**src/rtl/rupl_pkg.sv**
```systemverilog
// Shared constants for the user packet and loss tuning register slice.
package rupl_pkg;

	// ****************************************************************
	// Register offsets and reset values
	// ****************************************************************
	localparam logic [7:0] MAILBOX_ADDR = 8'hE0;
	localparam logic [7:0] LOSS_TUNE_ADDR = 8'hE1;
	localparam logic [7:0] HEADER_ADDR = 8'hE2;
	localparam logic [7:0] MAILBOX_RESET = 8'h80;
	localparam logic [7:0] LOSS_TUNE_RESET = 8'h00;
	localparam logic [7:0] HEADER_RESET = 8'h00;
	localparam logic [7:0] UNMAPPED_READ = 8'h00;

	// ****************************************************************
	// Mailbox fields
	// ****************************************************************
	localparam int COMPLETE_BIT = 7;
	localparam int FAULT_HI = 6;
	localparam int FAULT_LO = 5;
	localparam int MAILER_SPARE_BIT = 4;
	localparam int ALIGN_BIT = 3;
	localparam int SCALE_SPARE_BIT = 2;
	localparam logic [7:0] MAILBOX_HOST_MASK = 8'h1F;

	localparam logic [1:0] FAULT_NONE = 2'h0;
	localparam logic [1:0] FAULT_NO_TX = 2'h1;
	localparam logic [1:0] FAULT_BAD_HEADER = 2'h2;

	// ****************************************************************
	// Loss tuning fields
	// ****************************************************************
	localparam int RES_ON_BIT = 7;
	localparam int OFF_ON_BIT = 6;
	localparam int OFF_HI = 5;
	localparam int OFF_LO = 3;
	localparam int RES_HI = 2;
	localparam int RES_LO = 0;

	localparam logic [2:0] RES_X1 = 3'h0;
	localparam logic [2:0] RES_X2 = 3'h2;
	localparam logic [2:0] RES_X3 = 3'h3;
	localparam logic [2:0] RES_X4 = 3'h4;
	localparam logic [2:0] RES_HALF = 3'h7;

	// Received power and offset share the same step size.
	localparam int POWER_LSB_MW = 39;
	localparam int OFFSET_STEP_MW = 39;
	localparam int OFFSET_STEP_LSB = OFFSET_STEP_MW / POWER_LSB_MW;
	localparam logic [9:0] POWER_MAX = 10'h0FF;

	// ****************************************************************
	// Header decode: low two bits pick one to four payload bytes.
	// ****************************************************************
	localparam int LEN_HI = 1;
	localparam int LEN_LO = 0;
	localparam logic [7:0] HEADER_INVALID = 8'h00;

	typedef enum logic [1:0]
	{
		RUPL_IDLE = 2'b00,
		RUPL_WAIT_SLOT = 2'b01,
		RUPL_SENDING = 2'b10
	} rupl_state_e;

endpackage

```
**src/rtl/rupl_power_adj.sv**
```systemverilog
// Received power figure adjusted by loss factor and fixed offset.
`timescale 1ns/100ps
module rupl_power_adj
(
	input wire logic clk_in,
	input wire logic rst_b_in,
	input wire logic [7:0] base_power_in,
	input wire logic [7:0] loss_term_in,
	input wire logic res_on_in,
	input wire logic off_on_in,
	input wire logic [2:0] off_code_in,
	input wire logic [2:0] res_code_in,
	output logic [7:0] power_out
);
	logic [9:0] scaled_loss;
	logic [9:0] loss_used;
	logic [9:0] offset_used;
	logic [10:0] power_sum;
	logic [9:0] loss_wide;

	// ****************************************************************
	// Loss scaling
	// ****************************************************************
	assign loss_wide = {2'h0, loss_term_in};
	// Codes without a listed factor keep the nominal resistor.
	assign scaled_loss =
		(res_code_in == rupl_pkg::RES_X2) ? (loss_wide << 1) :
		(res_code_in == rupl_pkg::RES_X3) ? (loss_wide + (loss_wide << 1)) :
		(res_code_in == rupl_pkg::RES_X4) ? (loss_wide << 2) :
		(res_code_in == rupl_pkg::RES_HALF) ? (loss_wide >> 1) :
		loss_wide;
	assign loss_used = res_on_in ? scaled_loss : loss_wide;
	assign offset_used = off_on_in ?
		10'(off_code_in * rupl_pkg::OFFSET_STEP_LSB) : 10'h000;
	// Eleven bits hold the largest sum, so saturation never sees a wrap.
	assign power_sum = 11'(base_power_in + loss_used + offset_used);

	// Saturate rather than wrap so a large tuning never reads as low power.
	always_ff @(posedge clk_in or negedge rst_b_in)
	begin
		if (!rst_b_in)
			power_out <= 8'h00;
		else if (power_sum > rupl_pkg::POWER_MAX)
			power_out <= rupl_pkg::POWER_MAX[7:0];
		else
			power_out <= power_sum[7:0];
	end
endmodule

```
**src/rtl/rupl_regs.sv**
```systemverilog
// Register slice for user packets, alignment aid and loss tuning.
`timescale 1ns/100ps
module rupl_regs
(
	input wire logic mclk_in,
	input wire logic rst_b_in,
	input wire logic rectified_voltage_ok_in,
	input wire logic reg_wr_in,
	input wire logic [7:0] reg_wr_addr_in,
	input wire logic [7:0] reg_wr_data_in,
	input wire logic [7:0] reg_rd_addr_in,
	input wire logic tx_present_in,
	input wire logic comm_slot_in,
	input wire logic pkt_sent_in,
	input wire logic [7:0] base_power_in,
	input wire logic [7:0] loss_term_in,
	output logic [7:0] reg_rd_data_out,
	output logic pkt_start_out,
	output logic [7:0] pkt_header_out,
	output logic [2:0] pkt_payload_count_out,
	output logic align_cep_zero_out,
	output logic [7:0] reported_power_out
);
	logic rst_meta_reg, rst_sync_b_reg, uvlo_meta_reg, uvlo_ok_reg;
	logic [7:0] mailbox_reg;
	logic [7:0] mailbox_next;
	logic [7:0] loss_tune_reg;
	logic [7:0] header_reg;
	rupl_pkg::rupl_state_e state_reg;
	rupl_pkg::rupl_state_e state_next;
	logic wr_mailbox, wr_loss, wr_header, trigger, finish;
	logic [1:0] fault_next;
	logic [7:0] rd_mux;

	// ****************************************************************
	// Header decode
	// ****************************************************************
	function automatic logic header_ok(input logic [7:0] hdr);
		header_ok = (hdr != rupl_pkg::HEADER_INVALID);
	endfunction

	function automatic logic [2:0] header_count(input logic [7:0] hdr);
		header_count = {1'b0, hdr[rupl_pkg::LEN_HI:rupl_pkg::LEN_LO]} + 3'h1;
	endfunction

	// ****************************************************************
	// Reset and undervoltage synchronisers
	// ****************************************************************
	always_ff @(posedge mclk_in or negedge rst_b_in)
	begin
		if (!rst_b_in)
		begin
			rst_meta_reg <= 1'b0;
			rst_sync_b_reg <= 1'b0;
		end
		else
		begin
			rst_meta_reg <= 1'b1;
			rst_sync_b_reg <= rst_meta_reg;
		end
	end

	always_ff @(posedge mclk_in or negedge rst_sync_b_reg)
	begin
		if (!rst_sync_b_reg)
		begin
			uvlo_meta_reg <= 1'b0;
			uvlo_ok_reg <= 1'b0;
		end
		else
		begin
			uvlo_meta_reg <= rectified_voltage_ok_in;
			uvlo_ok_reg <= uvlo_meta_reg;
		end
	end

	// ****************************************************************
	// Register writes and packet sequencing
	// ****************************************************************
	// Writes are ignored while the rectified voltage is below lockout.
	assign wr_mailbox = reg_wr_in && uvlo_ok_reg &&
		reg_wr_addr_in == rupl_pkg::MAILBOX_ADDR;
	assign wr_loss = reg_wr_in && uvlo_ok_reg &&
		reg_wr_addr_in == rupl_pkg::LOSS_TUNE_ADDR;
	assign wr_header = reg_wr_in && uvlo_ok_reg &&
		reg_wr_addr_in == rupl_pkg::HEADER_ADDR;
	// A start is accepted only while no packet is outstanding.
	assign trigger = wr_mailbox && state_reg == rupl_pkg::RUPL_IDLE &&
		!reg_wr_data_in[rupl_pkg::COMPLETE_BIT];

	always_comb
	begin
		state_next = state_reg;
		finish = 1'b0;
		fault_next = mailbox_reg[rupl_pkg::FAULT_HI:rupl_pkg::FAULT_LO];
		unique case (state_reg)
			rupl_pkg::RUPL_IDLE:
				if (trigger && !header_ok(header_reg))
				begin
					finish = 1'b1;
					fault_next = rupl_pkg::FAULT_BAD_HEADER;
				end
				else if (trigger)
					state_next = rupl_pkg::RUPL_WAIT_SLOT;
			rupl_pkg::RUPL_WAIT_SLOT:
				if (!tx_present_in)
				begin
					finish = 1'b1;
					fault_next = rupl_pkg::FAULT_NO_TX;
					state_next = rupl_pkg::RUPL_IDLE;
				end
				else if (comm_slot_in)
					state_next = rupl_pkg::RUPL_SENDING;
			rupl_pkg::RUPL_SENDING:
				if (pkt_sent_in)
				begin
					finish = 1'b1;
					fault_next = rupl_pkg::FAULT_NONE;
					state_next = rupl_pkg::RUPL_IDLE;
				end
			default:
				state_next = rupl_pkg::RUPL_IDLE;
		endcase
	end

	// Host owns the low bits; completion and fault are hardware owned,
	// and completion setting wins over a host clear in the same cycle.
	always_comb
	begin
		mailbox_next = mailbox_reg;
		if (wr_mailbox)
			mailbox_next = (mailbox_reg & ~rupl_pkg::MAILBOX_HOST_MASK) |
				(reg_wr_data_in & rupl_pkg::MAILBOX_HOST_MASK);
		if (trigger && !finish)
			mailbox_next[rupl_pkg::COMPLETE_BIT] = 1'b0;
		if (finish)
		begin
			mailbox_next[rupl_pkg::COMPLETE_BIT] = 1'b1;
			mailbox_next[rupl_pkg::FAULT_HI:rupl_pkg::FAULT_LO] =
				fault_next;
		end
	end

	always_ff @(posedge mclk_in or negedge rst_sync_b_reg)
	begin
		if (!rst_sync_b_reg)
		begin
			mailbox_reg <= rupl_pkg::MAILBOX_RESET;
			loss_tune_reg <= rupl_pkg::LOSS_TUNE_RESET;
			header_reg <= rupl_pkg::HEADER_RESET;
			state_reg <= rupl_pkg::RUPL_IDLE;
		end
		else if (!uvlo_ok_reg)
		begin
			mailbox_reg <= rupl_pkg::MAILBOX_RESET;
			loss_tune_reg <= rupl_pkg::LOSS_TUNE_RESET;
			header_reg <= rupl_pkg::HEADER_RESET;
			state_reg <= rupl_pkg::RUPL_IDLE;
		end
		else
		begin
			mailbox_reg <= mailbox_next;
			state_reg <= state_next;
			if (wr_loss)
				loss_tune_reg <= reg_wr_data_in;
			if (wr_header)
				header_reg <= reg_wr_data_in;
		end
	end

	// ****************************************************************
	// Outputs toward the controller and the host
	// ****************************************************************
	assign rd_mux =
		(reg_rd_addr_in == rupl_pkg::MAILBOX_ADDR) ? mailbox_reg :
		(reg_rd_addr_in == rupl_pkg::LOSS_TUNE_ADDR) ? loss_tune_reg :
		(reg_rd_addr_in == rupl_pkg::HEADER_ADDR) ? header_reg :
		rupl_pkg::UNMAPPED_READ;

	always_ff @(posedge mclk_in or negedge rst_sync_b_reg)
	begin
		if (!rst_sync_b_reg)
		begin
			reg_rd_data_out <= 8'h00;
			pkt_start_out <= 1'b0;
			pkt_header_out <= 8'h00;
			pkt_payload_count_out <= 3'h0;
			align_cep_zero_out <= 1'b0;
		end
		else
		begin
			reg_rd_data_out <= rd_mux;
			pkt_start_out <= uvlo_ok_reg && comm_slot_in && tx_present_in &&
				state_reg == rupl_pkg::RUPL_WAIT_SLOT;
			pkt_header_out <= header_reg;
			pkt_payload_count_out <= header_count(header_reg);
			align_cep_zero_out <= uvlo_ok_reg &&
				mailbox_next[rupl_pkg::ALIGN_BIT];
		end
	end

	rupl_power_adj u_power_adj
	(
		.clk_in(mclk_in),
		.rst_b_in(rst_sync_b_reg),
		.base_power_in(base_power_in),
		.loss_term_in(loss_term_in),
		.res_on_in(loss_tune_reg[rupl_pkg::RES_ON_BIT]),
		.off_on_in(loss_tune_reg[rupl_pkg::OFF_ON_BIT]),
		.off_code_in(loss_tune_reg[rupl_pkg::OFF_HI:rupl_pkg::OFF_LO]),
		.res_code_in(loss_tune_reg[rupl_pkg::RES_HI:rupl_pkg::RES_LO]),
		.power_out(reported_power_out)
	);
endmodule

```
**config.mk**
```make
export PLATFORM = sky130hd
export DESIGN_NAME = rupl_regs
export DESIGN_NICKNAME = d
export VERILOG_FILES = /design/src/rtl/rupl_pkg.sv /design/src/rtl/rupl_power_adj.sv /design/src/rtl/rupl_regs.sv
export SDC_FILE = /design/constraint.sdc
export NUM_CORES = 1
export LEC_CHECK = 0
export ABC_AREA = 1
export BUFFER_PORTS_ARGS = -buffer_cell sky130_fd_sc_hd__buf_2
export CELL_PAD_IN_SITES_DETAIL_PLACEMENT = 0
export CELL_PAD_IN_SITES_GLOBAL_PLACEMENT = 1
export CORE_MARGIN = 4
export CORE_UTILIZATION = 41
export DETAILED_ROUTE_END_ITERATION = 6
export PLACE_DENSITY = 0.92
export SYNTH_ARGS = -nofsm -noshare
export SYNTH_HDL_FRONTEND = slang
export SYNTH_SLANG_ARGS = --single-unit
```
**constraint.sdc**
```tcl
create_clock -name mclk_in -period 2.5 [get_ports mclk_in]
set_input_delay 0 -clock mclk_in [delete_from_list [all_inputs] [get_ports mclk_in]]
set_output_delay 0 -clock mclk_in [all_outputs]
set_load 0.03 [all_outputs]
```
==> summary.txt <==
Logic synthesis
  • Post-synth top flop: dfrtp_1
  • Most common cell in the netlist: nand2_1
  • Top area cells in the synthesized netlist: dfrtp_1, nand2_1, ha_1
  • Mapped Cells: 437
  • Syn avg cell area: 8.23 sq um
  • Synth Net Count: 518
  • EDFF count, synth: 0
  • Async S/R FF share, synth: 100%
  • Area of the mapped netlist: 3600 sq um
  • Synth Register Bits: 58
  • Synth cell types: 39
  • Leading area contributor after synthesis: dfrtp_1
  • Yosys top cell area share: 39.7%
  • Yosys warns: 0
  • Share of the yosys chip area belonging to registers: 40.4%
  • Most frequent cells after synthesis: nand2_1, dfrtp_1, inv_1, nand3_1, o21ai_0

Placement
  • Placed cells: 656
  • PortBufs: 75
  • Final GP Congestion: 0.856
  • DP HPWL: 6830 um

Clock tree
  • Clock Tree Buf Depth: 2
  • Total CTS buffers: 9
  • H-tree depth: 3
  • Root Driver: clkbuf_8
  • Clock Sinks: 58
  • Later-pin clock latency in the skew report: 0.34 ns
  • Clock slew at reported path FFs: 0.07 ns
  • CTS tree: built

Timing
  • Unrepaired setup endpoints after global routing: yes
  • Setup violators final: 8
  • Final worst path period share: 121%
  • Slack of the critical path: -0.514 ns
  • Max Freq: 332 MHz
  • Slew Limit Fails: 0
  • Final hold violation count: 0
  • Slew @ Worst Pin: 0.949 ns
  • WHS: 0.0426 ns
  • Minimum clock period: 3.01 ns
  • Worst-case clock skew: 0.0106 ns
  • Rel. slew slack: 36.7%

Power
  • Total power: 3.01 mW
  • Maximum vdd drop: 0.000306 V
  • Leakage: 2.54 nW
  • Pwr Density: 613 nW/um^2

Setup path
  • CP required: 2.70 ns
  • Crit path launch type: flip-flop
  • Crit path DAT: 3.21 ns
  • CP endpoint kind: flip-flop
  • Critical path class: flip-flop to flip-flop
  • Worst-path fanout max: 8

Floorplan
  • Die Wd: 102 um
  • Core area: 8380 sq um
  • Die area: 10300 sq um
  • Die H: 102 um
  • Starting Density: 42.9%
  • Row count: 33
  • I/O pin cnt: 76

Drt
  • 1st-pass router iterations: 4
  • Final wirelength: 9070 um
  • Vias per cell: 4.91
  • Drt wl/cell: 13.1 um
  • DRC viols: 0
  • Vias: 3391
  • Post-DRT Antenna Nets: 0
  • Drt initial violations: 80

Finish
  • Layout cells sized above 1: 31.5%
  • Nets: 661
  • Synthesis-to-finish area growth: 36.6%
  • Antenna diodes: 0
  • Final non-filler cell total: 690
  • Fin util: 58.6%

Global routing
  • Largest net degree at the start of global routing: 44
  • Grt ovf: 0
  • Initial antenna violation count: 0
  • Vias in the first global route: 3417
  • First-pass GRT wire length: 15400 um
  • GRT Total Usage: 18.8%

Run status
  • Run status: finished, violations left
  • Violated checks: negative setup slack

Worst hold path
  • Worst min path class: input port to flip-flop

Flow run
  • Max_cap viols: 0
layout make-up:
cell class	count	area, sq um
inverter	59	221
fill	769	3470
clock inverter	2	35.0
tap	105	131
clock buffer	14	173
timing repair buffer	140	921
sequential	58	1460
multi-input combinational	312	1970
final timing paths:
| path | start | endpoint | slack (ns) | depth (start not counted) |
|---|---|---|---|---|
| max | loss_tune_reg[1] | u_power_adj.power_out[3] | -0.51 | 17 |
| min | reg_rd_addr_in[0] | reg_rd_data_out[4] | 0.04 | 4 |
| max reg2reg | loss_tune_reg[1] | u_power_adj.power_out[3] | -0.51 | 17 |
| min reg2reg | rst_meta_reg | rst_sync_b_reg | 0.35 | 0 |
| max in group asynchronous | rst_sync_b_reg | reg_rd_data_out[5] | 1.33 | 1 |
| min in group asynchronous | rst_sync_b_reg | uvlo_meta_reg | 0.41 | 0 |
metrics by stage:
step	cell area (sq um)	setup slack (ns)	setup TNS, ns
2_1_floorplan	3630	-0.234	-1.76
3_3_place_gp	4440	-0.354	-2.82
3_5_place_dp	4440	-0.515	-3.99
4_1_cts	4810	-0.453	-3.52
5_1_grt	4910	-0.747	-5.92
6_report	4910	-0.514	-4.03
per-layer routing:
| layer | share of wire (%) | global-route usage (%) |
|---|---|---|
| met1 | 42 | 22.2 |
| met2 | 51 | 33.7 |
| met3 | 5.3 | 4.68 |
| met4 | 1.5 | 5.32 |
| met5 | 0 | 0 |
power by group:
group	leakage, nW	internal (mW)	switching (mW)
clock network	0.107	0.541	0.354
registers	0.737	1.04	0.0702
logic	1.70	0.432	0.575
total	2.54	2.01	1.00
placed cells by master (no fill, tap or decap), drive strengths merged:
master	n
buf	127
nand3	34
fa	5
nor2	24
o221ai	4
ha	29
dfstp	1
nand4	5
dfrtp	57
nor3	2
clkbuf	14
nand3b	4
a22oi	5
o22a	1
xnor2	5
dlygate4sd3	13
inv	59
a31oi	3
o22ai	2
nand2	108
o211ai	9
clkinv	1
o2111ai	1
nor4	1
xor2	2
conb	1
o21ai	48
bufinv	1
or2	4
a21oi	14
o21a	1
cell families (layout without fill, tap and decap cells):
kind of cell,after synthesis,after routing,share of synthesized area [%]
xor gates and xnor gates,7,7,1.70
DFF,58,58,40.4
other,1,1,0.104
buffers and inverters,67,215,7.34
adders and majority gates,34,34,12.9
AOI/OAI and AO/OA,88,88,14.3
and+or+nand+nor,182,182,23.2
worst max-delay path, stage by stage (launching register included):
cell and delay, ns:
dfrtp_1 0.43, nand2_4 0.09, nor2_4 0.20, a22oi_2 0.08, o21ai_1 0.14, nand2_1 0.07
nor2_2 0.09, a21oi_2 0.05, fa_1 0.49, inv_1 0.05, ha_2 0.18, inv_2 0.06
fa_2 0.20, inv_2 0.04, nand4_1 0.10, nand4_1 0.19, o21ai_4 0.30, nand3_1 0.11
what timing repair did:
item                                   4_1_cts  5_1_grt
pin swaps                                    3       10
hold buffers                                13        0
buffers inserted                             1        4
endpoints found under the hold margin       23        0
setup endpoints to repair                    8        8
resized for setup                            3       14
Note: power is estimated with default switching activity, not from simulation.
